## config.mk

```make
export PLATFORM = sky130hd
export DESIGN_NAME = flash_stat_ctrl
export DESIGN_NICKNAME = d
export VERILOG_FILES = /design/src/flash_stat_pkg.sv /design/src/flash_stat_ctrl.sv /design/src/otp_array.sv
export SDC_FILE = /design/constraint.sdc
export NUM_CORES = 2
export LEC_CHECK = 0
export BUFFER_PORTS_ARGS = -buffer_cell sky130_fd_sc_hd__buf_4
export CELL_PAD_IN_SITES_DETAIL_PLACEMENT = 0
export CELL_PAD_IN_SITES_GLOBAL_PLACEMENT = 1
export CORE_ASPECT_RATIO = 0.6
export CORE_MARGIN = 5
export CORE_UTILIZATION = 45
export DETAILED_ROUTE_END_ITERATION = 12
export PLACE_DENSITY_LB_ADDON = 0.2
export RECOVER_POWER = 100
export SYNTH_ARGS = -nofsm -noshare
export SYNTH_HDL_FRONTEND = slang
export SYNTH_SLANG_ARGS = --single-unit
```

## constraint.sdc

```tcl
create_clock -name CLK_SYS -period 2.1 [get_ports CLK_SYS]
set_input_delay 0 -clock CLK_SYS [delete_from_list [all_inputs] [get_ports CLK_SYS]]
set_output_delay 0 -clock CLK_SYS [all_outputs]
set_load 0.1 [all_outputs]
```

## src/flash_stat_pkg.sv

```systemverilog
// Constants and types for the status and security-area read logic
package flash_stat_pkg;

  // Opcodes
  localparam logic [7:0] OP_OTP_READ  = 8'h77;
  localparam logic [7:0] OP_STAT_READ = 8'h05;
  localparam logic [7:0] OP_STAT_WR1  = 8'h01;
  localparam logic [7:0] OP_STAT_WR2  = 8'h31;

  // Byte counts after the security-area read opcode
  localparam logic [2:0] ADDR_BYTES  = 3'h3;
  localparam logic [2:0] DUMMY_BYTES = 3'h2;
  localparam logic [2:0] LAST_BIT    = 3'h7;

  // Security area
  localparam int         OTP_DEPTH = 128;
  localparam logic [6:0] OTP_FIRST = 7'h00;
  localparam logic [6:0] OTP_LAST  = 7'h7F;
  localparam logic [7:0] OTP_RST   = 8'hFF;

  // Status byte one field positions
  localparam int B1_LOCK   = 7;
  localparam int B1_SEQ    = 6;
  localparam int B1_ERR    = 5;
  localparam int B1_WP     = 4;
  localparam int B1_SWP_HI = 3;
  localparam int B1_SWP_LO = 2;
  localparam int B1_WEL    = 1;
  localparam int B1_BUSY   = 0;

  // Status byte two field positions
  localparam int B2_RESET_COMMAND_ENABLE = 4;
  localparam int B2_BUSY = 0;

  // Software protection summary codes
  localparam logic [1:0] SWP_NONE = 2'h0;
  localparam logic [1:0] SWP_SOME = 2'h1;
  localparam logic [1:0] SWP_ALL  = 2'h3;

  // Synchroniser lanes
  localparam int         PIN_CS  = 0;
  localparam int         PIN_SCK = 1;
  localparam int         PIN_SI  = 2;
  localparam int         PIN_WP  = 3;
  localparam logic [3:0] PIN_RST = 4'hF;

  typedef enum logic [2:0] {
    PH_CMD   = 3'b000,
    PH_ADDR  = 3'b001,
    PH_DUMMY = 3'b010,
    PH_OTP   = 3'b011,
    PH_STAT  = 3'b100,
    PH_WR1   = 3'b101,
    PH_WR2   = 3'b110,
    PH_SKIP  = 3'b111
  } phase_t;

  // Inputs from the array and protection logic, same clock
  typedef struct packed {
    logic busy;
    logic seq_mode;
    logic write_enable_latch;
    logic op_done;
    logic op_fail;
    logic prot_any;
    logic prot_all;
  } core_in_t;

  // Security-area write port
  typedef struct packed {
    logic       we;
    logic [6:0] addr;
    logic [7:0] data;
  } otp_wr_t;

  typedef struct packed {
    logic [3:0]  s1;
    logic [3:0]  s2;
    logic        sck_prev;
    phase_t      ph;
    logic [2:0]  bcnt;
    logic [2:0]  ncnt;
    logic [7:0]  sh;
    logic [3:0]  oidx;
    logic [15:0] osh;
    logic [6:0]  addr;
    logic        so;
    logic        so_oe_n;
    logic        lock;
    logic        err;
    logic        reset_command_enable;
    logic        prot_allow;
  } state_t;

  localparam state_t STATE_RST = '{
    s1: PIN_RST, s2: PIN_RST, sck_prev: 1'b1, ph: PH_CMD,
    so_oe_n: 1'b1, prot_allow: 1'b1, default: '0};

endpackage

```

## src/flash_stat_ctrl.sv

```systemverilog
// Serial command logic for security-area read and the status register
//
// Summary of operation
// - Opcode 77h starts a security-area read.
// - Three address bytes then two dummy bytes precede any output.
// - After those, each further clock shifts out one security-area data bit.
// - After byte 7Fh the read wraps to byte 00h without delay.
// - Chip select high ends any read and floats serial output.
// - Opcode 05h makes the device shift status bits out on every clock.
// - Two status bytes go MSB first, repeating with fresh values.
// - Status reads are served at any time, even while busy.
// - Lock bit 7 set blocks all sector protect and unprotect changes.
// - Lock bit clears at power-up and device reset.
// - With protect pin asserted the lock may only go from 0 to 1.
// - Writing status byte one changes only bit 7.
// - Bit 6 shows sequential program mode, clear after reset.
// - Bit 5 sets when the latest erase or program failed.
// - Aborted erase or program never sets the error bit.
// - Error bit is refreshed at every erase or program completion.
// - Bit 4 is 0 with protect pin asserted, 1 otherwise.
// - Bits 3:2 report none 00, some 01, all 11; never 10.
// - Bit 1 shows the write-enable latch.
// - Bit 0 is 1 while an internal operation runs.
// - Byte two: reset-enable at bit 4, busy copy at bit 0, rest zero.
`timescale 1ns/100ps
module flash_stat_ctrl (
  // System
  input  wire logic                     CLK_SYS,
  input  wire logic                     RESET,
  // Serial pins
  input  wire logic                     CS_N,
  input  wire logic                     SCK,
  input  wire logic                     SI,
  output logic                          SO,
  output logic                          SO_OE_N,
  // Write-protect pin
  input  wire logic                     WP_N,
  // Array and protection logic
  input  wire flash_stat_pkg::core_in_t CORE_IN,
  input  wire flash_stat_pkg::otp_wr_t  OTP_WR,
  // Status to the rest of the device
  output logic                          SECTOR_LOCK_BIT,
  output logic                          PROT_ALLOW,
  output logic                          RESET_COMMAND_ENABLE,
  output logic                          ERASE_PROGRAM_ERROR_FLAG
);

  flash_stat_pkg::state_t q;
  flash_stat_pkg::state_t n;

  logic [7:0]  otp_rdata;
  logic        sck_rise;
  logic        sck_fall;
  logic        cs_n;
  logic        si;
  logic        wp_asserted;
  logic        byte_done;
  logic [7:0]  byte_in;
  logic [1:0]  software_protection_summary;
  logic [7:0]  stat1;
  logic [7:0]  stat2;
  logic [15:0] stat_word;

  otp_array u_otp (
    .clk_sys (CLK_SYS),
    .reset   (RESET),
    .wr      (OTP_WR),
    .raddr   (q.addr),
    .rdata   (otp_rdata)
  );

  // Pin views from the second synchroniser stage only
  assign cs_n        = q.s2[flash_stat_pkg::PIN_CS];
  assign si          = q.s2[flash_stat_pkg::PIN_SI];
  assign wp_asserted = ~q.s2[flash_stat_pkg::PIN_WP];
  assign sck_rise    = q.s2[flash_stat_pkg::PIN_SCK] & ~q.sck_prev;
  assign sck_fall    = ~q.s2[flash_stat_pkg::PIN_SCK] & q.sck_prev;

  assign byte_in   = {q.sh[6:0], si};
  assign byte_done = sck_rise && (q.bcnt == flash_stat_pkg::LAST_BIT);

  // Protection summary, code 10 never produced
  always_comb begin
    if (CORE_IN.prot_all) begin
      software_protection_summary = flash_stat_pkg::SWP_ALL;
    end else if (CORE_IN.prot_any) begin
      software_protection_summary = flash_stat_pkg::SWP_SOME;
    end else begin
      software_protection_summary = flash_stat_pkg::SWP_NONE;
    end
  end

  // Live status bytes, sampled when each repetition starts
  always_comb begin
    stat1 = 8'h00;
    stat2 = 8'h00;
    stat1[flash_stat_pkg::B1_LOCK] = q.lock;
    stat1[flash_stat_pkg::B1_SEQ]  = CORE_IN.seq_mode;
    stat1[flash_stat_pkg::B1_ERR]  = q.err;
    stat1[flash_stat_pkg::B1_WP]   = ~wp_asserted;
    stat1[flash_stat_pkg::B1_SWP_HI:flash_stat_pkg::B1_SWP_LO] = software_protection_summary;
    stat1[flash_stat_pkg::B1_WEL]  = CORE_IN.write_enable_latch;
    stat1[flash_stat_pkg::B1_BUSY] = CORE_IN.busy;
    stat2[flash_stat_pkg::B2_RESET_COMMAND_ENABLE] = q.reset_command_enable;
    stat2[flash_stat_pkg::B2_BUSY] = CORE_IN.busy;
    stat_word = {stat1, stat2};
  end

  always_comb begin
    n = q;

    // Two-stage synchronisers, then edge history
    n.s1       = {WP_N, SI, SCK, CS_N};
    n.s2       = q.s1;
    n.sck_prev = q.s2[flash_stat_pkg::PIN_SCK];

    // Error flag follows each completed operation only
    if (CORE_IN.op_done) begin
      n.err = CORE_IN.op_fail;
    end

    if (cs_n) begin
      // Deselect ends everything, even mid-byte
      n.ph      = flash_stat_pkg::PH_CMD;
      n.bcnt    = 3'h0;
      n.ncnt    = 3'h0;
      n.oidx    = 4'h0;
      n.so      = 1'b0;
      n.so_oe_n = 1'b1;
    end else begin
      if (sck_rise) begin
        n.sh   = byte_in;
        n.bcnt = q.bcnt + 3'h1;
      end

      if (byte_done) begin
        unique case (q.ph)
          flash_stat_pkg::PH_CMD: begin
            if (byte_in == flash_stat_pkg::OP_OTP_READ) begin
              n.ph   = flash_stat_pkg::PH_ADDR;
              n.ncnt = 3'h0;
            end else if (byte_in == flash_stat_pkg::OP_STAT_READ) begin
              n.ph   = flash_stat_pkg::PH_STAT;
              n.oidx = 4'h0;
            end else if (byte_in == flash_stat_pkg::OP_STAT_WR1) begin
              n.ph = flash_stat_pkg::PH_WR1;
            end else if (byte_in == flash_stat_pkg::OP_STAT_WR2) begin
              n.ph = flash_stat_pkg::PH_WR2;
            end else begin
              n.ph = flash_stat_pkg::PH_SKIP;
            end
          end
          flash_stat_pkg::PH_ADDR: begin
            // Only the low seven address bits select a byte
            n.addr = byte_in[6:0];
            if (q.ncnt == flash_stat_pkg::ADDR_BYTES - 3'h1) begin
              n.ph   = flash_stat_pkg::PH_DUMMY;
              n.ncnt = 3'h0;
            end else begin
              n.ncnt = q.ncnt + 3'h1;
            end
          end
          flash_stat_pkg::PH_DUMMY: begin
            if (q.ncnt == flash_stat_pkg::DUMMY_BYTES - 3'h1) begin
              n.ph   = flash_stat_pkg::PH_OTP;
              n.oidx = 4'h0;
            end else begin
              n.ncnt = q.ncnt + 3'h1;
            end
          end
          flash_stat_pkg::PH_WR1: begin
            // Only the lock bit is writable, and only when enabled
            if (CORE_IN.write_enable_latch) begin
              if (!wp_asserted || byte_in[flash_stat_pkg::B1_LOCK]) begin
                n.lock = byte_in[flash_stat_pkg::B1_LOCK];
              end
            end
            n.ph = flash_stat_pkg::PH_SKIP;
          end
          flash_stat_pkg::PH_WR2: begin
            if (CORE_IN.write_enable_latch) begin
              n.reset_command_enable = byte_in[flash_stat_pkg::B2_RESET_COMMAND_ENABLE];
            end
            n.ph = flash_stat_pkg::PH_SKIP;
          end
          flash_stat_pkg::PH_OTP,
          flash_stat_pkg::PH_STAT,
          flash_stat_pkg::PH_SKIP: begin
            n.ph = q.ph;
          end
        endcase
      end

      // Output shifts on falling edges
      if (sck_fall && q.ph == flash_stat_pkg::PH_OTP) begin
        n.so_oe_n = 1'b0;
        n.oidx    = q.oidx + 4'h1;
        if (q.oidx[2:0] == 3'h0) begin
          n.so  = otp_rdata[7];
          n.osh = {otp_rdata[6:0], 9'h000};
          if (q.addr == flash_stat_pkg::OTP_LAST) begin
            n.addr = flash_stat_pkg::OTP_FIRST;
          end else begin
            n.addr = q.addr + 7'h01;
          end
        end else begin
          n.so  = q.osh[15];
          n.osh = {q.osh[14:0], 1'b0};
        end
      end

      if (sck_fall && q.ph == flash_stat_pkg::PH_STAT) begin
        n.so_oe_n = 1'b0;
        n.oidx    = q.oidx + 4'h1;
        if (q.oidx == 4'h0) begin
          // Fresh snapshot at the start of each two-byte pass
          n.so  = stat_word[15];
          n.osh = {stat_word[14:0], 1'b0};
        end else begin
          n.so  = q.osh[15];
          n.osh = {q.osh[14:0], 1'b0};
        end
      end
    end

    n.prot_allow = ~n.lock;
  end

  always_ff @(posedge CLK_SYS) begin
    if (RESET) begin
      q <= flash_stat_pkg::STATE_RST;
    end else begin
      q <= n;
    end
  end

  // Outputs straight from the state register
  assign SO                       = q.so;
  assign SO_OE_N                  = q.so_oe_n;
  assign SECTOR_LOCK_BIT          = q.lock;
  assign PROT_ALLOW               = q.prot_allow;
  assign RESET_COMMAND_ENABLE     = q.reset_command_enable;
  assign ERASE_PROGRAM_ERROR_FLAG = q.err;

endmodule

```

## src/otp_array.sv

```systemverilog
// Security-area storage, 128 bytes, erased to all ones at reset
`timescale 1ns/100ps
module otp_array (
  // Clock and reset
  input  wire logic                   clk_sys,
  input  wire logic                   reset,
  // Write port
  input  wire flash_stat_pkg::otp_wr_t wr,
  // Read port
  input  wire logic [6:0]             raddr,
  output logic      [7:0]             rdata
);

  typedef struct packed {
    logic [flash_stat_pkg::OTP_DEPTH-1:0][7:0] mem;
  } mem_state_t;

  mem_state_t q;
  mem_state_t n;

  always_comb begin
    n = q;
    if (wr.we) begin
      n.mem[wr.addr] = wr.data;
    end
  end

  always_ff @(posedge clk_sys) begin
    if (reset) begin
      q.mem <= {flash_stat_pkg::OTP_DEPTH{flash_stat_pkg::OTP_RST}};
    end else begin
      q <= n;
    end
  end

  assign rdata = q.mem[raddr];

endmodule

```

* After elaboration in Yosys (flattened, before gate mapping) *
Cells that the tools add are included.

word-level totals
  register bits after elaboration = 1082
  output and inout port bits = 6

operators by class
  eq/ne operators = 22
  mux-type cells = 39
  magnitude comparators = 3
  add/subtract/negate cells = 4
  reductions and logical operators = 21
  bitwise logic cells = 7

operators with widths
  cell                  number
  $bwmux W1024          1
  $bmux W8 S7           1
  $demux W8 S7          1
  $mux W16              2
  $mux W29              1
  $mux W7               4
  $mux W20              1
  $mux W3               6
  $lt A7 B8 Y1 const B  2
  $mux W4               4
  $mux W8               2
  $eq A3 B3 Y1 const B  5
  $ne A4 B4 Y1 const B  3
  $pmux W3 S4           1
  $reduce_and A4 Y1     3
  $eq A3 B2 Y1 const B  3
  $mux W1               9
  $pmux W3 S3           1
  $eq A8 B1 Y1 const B  1
  $eq A8 B3 Y1 const B  1
  $eq A8 B6 Y1 const B  1
  $eq A8 B7 Y1 const B  1
  $mux W2               4
  $ne A2 B2 Y1 const B  4
  other kinds (20)      34

* Logic depth before layout (Yosys ltp) *
  depth in word-level cells = 7
  mapped depth = 12

* Modules after synthesis *
Synthesis repeated with hierarchy kept, for this count alone.

unflattened totals
  cells, all modules = 4351
  area, all modules = 46141.8 µm²

modules (own cells, without submodules)
  module           instances  seq. area each (µm²)  cells an instance  area an instance (µm²)
  otp_array        1          20499.7               4042               43354.1
  flash_stat_ctrl  1          1141.1                309                2787.7

* Worst setup path before layout *
OpenSTA, ideal clock, no wires.

  kind = reg2reg
  start point = register q[7] (netlist bit)
  end point = register q[22] (netlist bit)
  stages on the path, launching flop included = 10
  arrival time = 2158 ps
  required time = 1967 ps
  setup time = 133 ps
  path slack = -191 ps
  buffers on the path = 3
  clock period less this slack = 2291 ps
  path through = dfxtp_1 > buf_4 > buf_2 > buf_2 > mux4_2 > mux2_2 > a221oi_1 > a211oi_1 > nor4_1 > nor4_1

on the way
  longest elaborated chain between the ends = 5

ends and longest elaborated chain
  element                        line                    text
  start, declared                flash_stat_ctrl.sv:48   flash_stat_pkg::state_t q;
  start signal, assigned         flash_stat_ctrl.sv:231  q <= flash_stat_pkg::STATE_RST;
  start signal, assigned         flash_stat_ctrl.sv:233  q <= n;
  $bmux W8 S7                    otp_array.sv:36         assign rdata = q.mem[raddr];
  $mux W8 (implied by the code)  otp_array.sv:36
  $mux W16                       flash_stat_ctrl.sv:198  if (q.oidx[2:0] == 3'h0) begin
  $mux W29                       flash_stat_ctrl.sv:195  if (sck_fall && q.ph == flash_stat_pkg::PH_OTP) begin
  $mux W20                       flash_stat_ctrl.sv:212  if (sck_fall && q.ph == flash_stat_pkg::PH_STAT) begin

Every way passes these cells. The select of a mux whose other input is x is not followed.
A chain may end at the register's enable or synchronous reset.

* Worst setup path in the final report *
  start point = register q[6] (netlist bit)
  end point = register q[26] (netlist bit)

Same word-level chain as after synthesis.

==> metrics.md <==
| Metric | Value |
|---|---|
| Outcome | finished with violations |
| Failing checks | capacitance limit, slew limit, setup timing |
| Worst VDD drop | 0.632 mV |
| Worst slew pin tran | 1.66 ns |
| Period utilization | 127% |
| CTS Buffer Depth | 3 |
| Skew-Pair Late Insertion Delay | 0.75 ns |
| Final Setup Violations | 622 |
| Ports | 35 |
| Slew Viols, Final | 83 |
| Global route overflow | 0 |
| Max-cap viol count | 1 |
| Global-route wire length before repair | 267000 um |
| Synthesized cell area | 49600 um2 |
| Routed WL per cell | 25.7 um |
| Worst endpoint required time | 2.75 ns |
| Die Ht | 267 um |
| Iter 0 DRT Violations | 5115 |
| F_max | 376 MHz |
| Data arrival, critical path | 3.30 ns |
| Num rows | 94 |
| Detailed Routing Iterations Pass 1 | 6 |
| H-tree depth | 3 |
| CP Cell Sequence | buf_12, buf_12, buf_16, mux4_2, mux2i_1, buf_4, o22ai_2, o31ai_2, buf_4, o311ai_4, o211a_1 |
| Worst Hold Slack | 0.0674 ns |
| Share of post-route cells with drive strength above 1 | 19.3% |
| Mapped Cells | 5208 |
| Root Buffer | clkbuf_16 |
| Antenna violations before repair | 4 |
| GRT Overall Usage | 30.0% |
| Detailed Route WL | 182000 um |
| Distinct cells, synth | 81 |
| Net Count, Synth | 5245 |
| Ys flop type | dfxtp_1 |
| Largest net degree at the start of global routing | 184 |
| Die span in x | 439 um |
| Setup ws final | -0.558 ns |
| Worst setup SP type | flip-flop |
| Leakage | 0.0223 uW |
| Async set-or-reset flop fraction in the synthesized netlist | 0% |
| Crit Path Class | flip-flop to flip-flop |
| DR DRC count | 0 |
| CTS tree | built |
| CTS clk-pin slew, worst paths | 0.07 ns |
| DR vias/cell | 6.06 |
| Via count | 42920 |
| Die Footprint | 117000 um2 |
| Clk_skew | 0.0331 ns |
| Post-detail-place hpwl | 121000 um |
| Pwr per Cell Area | 719 nW/um2 |
| Clock sinks | 1081 |
| Crit-path slowest cell | mux4_2 |
| Ys Warns | 0 |
| Setup crit end kind | flip-flop |
| DRT antenna net count | 0 |
| P&R area growth vs syn | 20.1% |
| Total power | 42800 uW |
| Number of global-route vias before repair | 39202 |
| Hold Vio Cnt, Final | 0 |
| Worst Path Buf+Inv | 5 |
| Routability Congestion | 0.916 |
| Worst Hold Class | input port to flip-flop |
| Crit Path Max Fanout | 8 |
| RSZ-0062 raised after global routing | true |
| Min cycle time layout | 2.66 ns |
| Final nets | 5541 |
| Initial core utilization | 45.3% |
| Seq cells post-synth | 1081 |
| CTS Buf Count | 104 |
| Relative slew margins | -10.9% |
| Core ar. | 109000 um2 |
| I/O Buffers | 34 |
| CP top delay family | buffers and inverters |
| Synthesized area per cell | 9.52 um2 |
| Setup TNS | -70.68 ns |
| CP max stage delay | 0.53 ns |
| Register area share after synthesis | 43.6% |
| Post-synth EDFFs | 0 |
| FILL cells | 9854 |
## cells in the final DEF, fill, tap and decap left out, types with 107 or more instances in the layout
cell	instances
buf_4	404
clkbuf_16	107
a211o_1	520
nor2_1	191
nand3b_1	509
dfxtp_1	1076
nand2_1	1144
nor2b_1	480
mux2i_1	146
mux4_2	194
## state kept, by name, indices dropped and copies added, names as in the netlist
| name | count |
|---|---|
| u_otp.q | 1024 |
| SO | 1 |
| SO_OE_N | 1 |
| q | 37 |
| PROT_ALLOW | 1 |
| RESET_COMMAND_ENABLE | 1 |
| ERASE_PROGRAM_ERROR_FLAG | 1 |
| byte_in | 8 |
| n | 5 |
| cs_n | 1 |
| SECTOR_LOCK_BIT | 1 |
## metal layers
metal | vias up | routed length [um] | GRT usage, % | share of wire (%)
met1 | 21547 | 87800 | 48.3 | 48
met4 | 2 | 3820 | 6.20 | 2.1
met5 | - | 10 | 0 | 0.0055
met2 | 2097 | 70500 | 40.0 | 39
met3 | 233 | 19900 | 7.14 | 11
li1 | 19041 | - | - | -
## stage by stage
step / setup slack [ns] / util, % / std cells / cell area, um2
2_1_floorplan: -0.0907 / - / 5208 / 49600
3_3_place_gp: -1.04 / 49.7 / 6801 / 54400
3_5_place_dp: -1.05 / 49.7 / 6801 / 54400
4_1_cts: -0.569 / 54.1 / 7051 / 59200
5_1_grt: -0.615 / 54.4 / 7081 / 59600
6_report: -0.558 / 54.4 / 7082 / 59600
## worst paths after layout
path	startpoint	endpoint	slack, ns	cells past startpoint
min	CORE_IN[5]	q[28]$_SDFFE_PP0P_	0.07	6
max	q[6]$_SDFFE_PP0N_	q[26]$_SDFFE_PP0P_	-0.56	11
max reg2reg	q[6]$_SDFFE_PP0N_	q[26]$_SDFFE_PP0P_	-0.56	11
min reg2reg	n[51]$_SDFF_PP1_	cs_n$_SDFF_PP1_	0.40	1
## cell type report
cell class	instances	area, um2	area share (%)
antenna	3	7.51	0.0126
clock buffer	158	3130	5.25
clock inverter	35	563	0.945
inverter	21	78.8	0.132
multi-input combinational	3673	26500	44.5
sequential	1081	21700	36.4
tap	1488	1860	3.13
timing repair buffer	623	5760	9.67
## tightest hold or removal path: cells and delay by family
kind / cells / cell delay (ns)
and+or+nand+nor: 1 / 0.15
muxes: 1 / 0.14
buffers and inverters: 2 / 0.25
AOI/OAI and AO/OA: 2 / 0.24
## power breakdown
group | internal (uW) | switching [uW] | total (uW)
Clock | 11700 | 8810 | 20500
Combinational | 530 | 1170 | 1700
Sequential | 20600 | 56.5 | 20600
## cells in the mapped netlist, drive strengths merged (5+ instances only)
| library cell | n | area (um2) |
|---|---|---|
| or2 | 10 | 62.6 |
| mux2 | 11 | 124 |
| a31oi | 13 | 81.3 |
| buf | 103 | 808 |
| ha | 8 | 100 |
| nand4 | 13 | 81.3 |
| a22oi | 22 | 165 |
| nor3 | 14 | 70.1 |
| a211o | 520 | 4550 |
| nor2b | 482 | 3020 |
| or3 | 6 | 37.5 |
| inv | 20 | 75.1 |
| a221oi | 29 | 267 |
| mux2i | 155 | 1550 |
| a221o | 5 | 50.1 |
| o221ai | 19 | 166 |
| and2 | 7 | 43.8 |
| a21o | 5 | 37.5 |
| nand2b | 15 | 93.8 |
| mux4 | 204 | 4650 |
| dfxtp | 1081 | 21600 |
| clkbuf | 330 | 1260 |
| nand3 | 31 | 155 |
| nor4 | 7 | 62.6 |
| o21ai | 30 | 150 |
| nor2 | 199 | 749 |
| nand3b | 509 | 3820 |
| a21oi | 64 | 324 |
| nand2 | 1150 | 4320 |
| a211oi | 13 | 97.6 |
| and3 | 56 | 350 |
| o22ai | 13 | 81.3 |
## cell families after synthesis
kind of cell	synth area share, %
muxes	12.7
adders and majority gates	0.202
and+or+nand+nor	26.1
AOI/OAI and AO/OA	12.9
buffers and inverters	4.32
DFF	43.6
xor gates and xnor gates	0.106
## repair_timing
item	in CTS	in global routing
gates cloned	5	4
buffers inserted	26	27
resized for setup	88	95
hold buffers	28	0
setup endpoints to repair	11	16
pin swaps	24	35
endpoints found under the hold margin	611	0
Note: power is estimated with default switching activity, not from simulation.
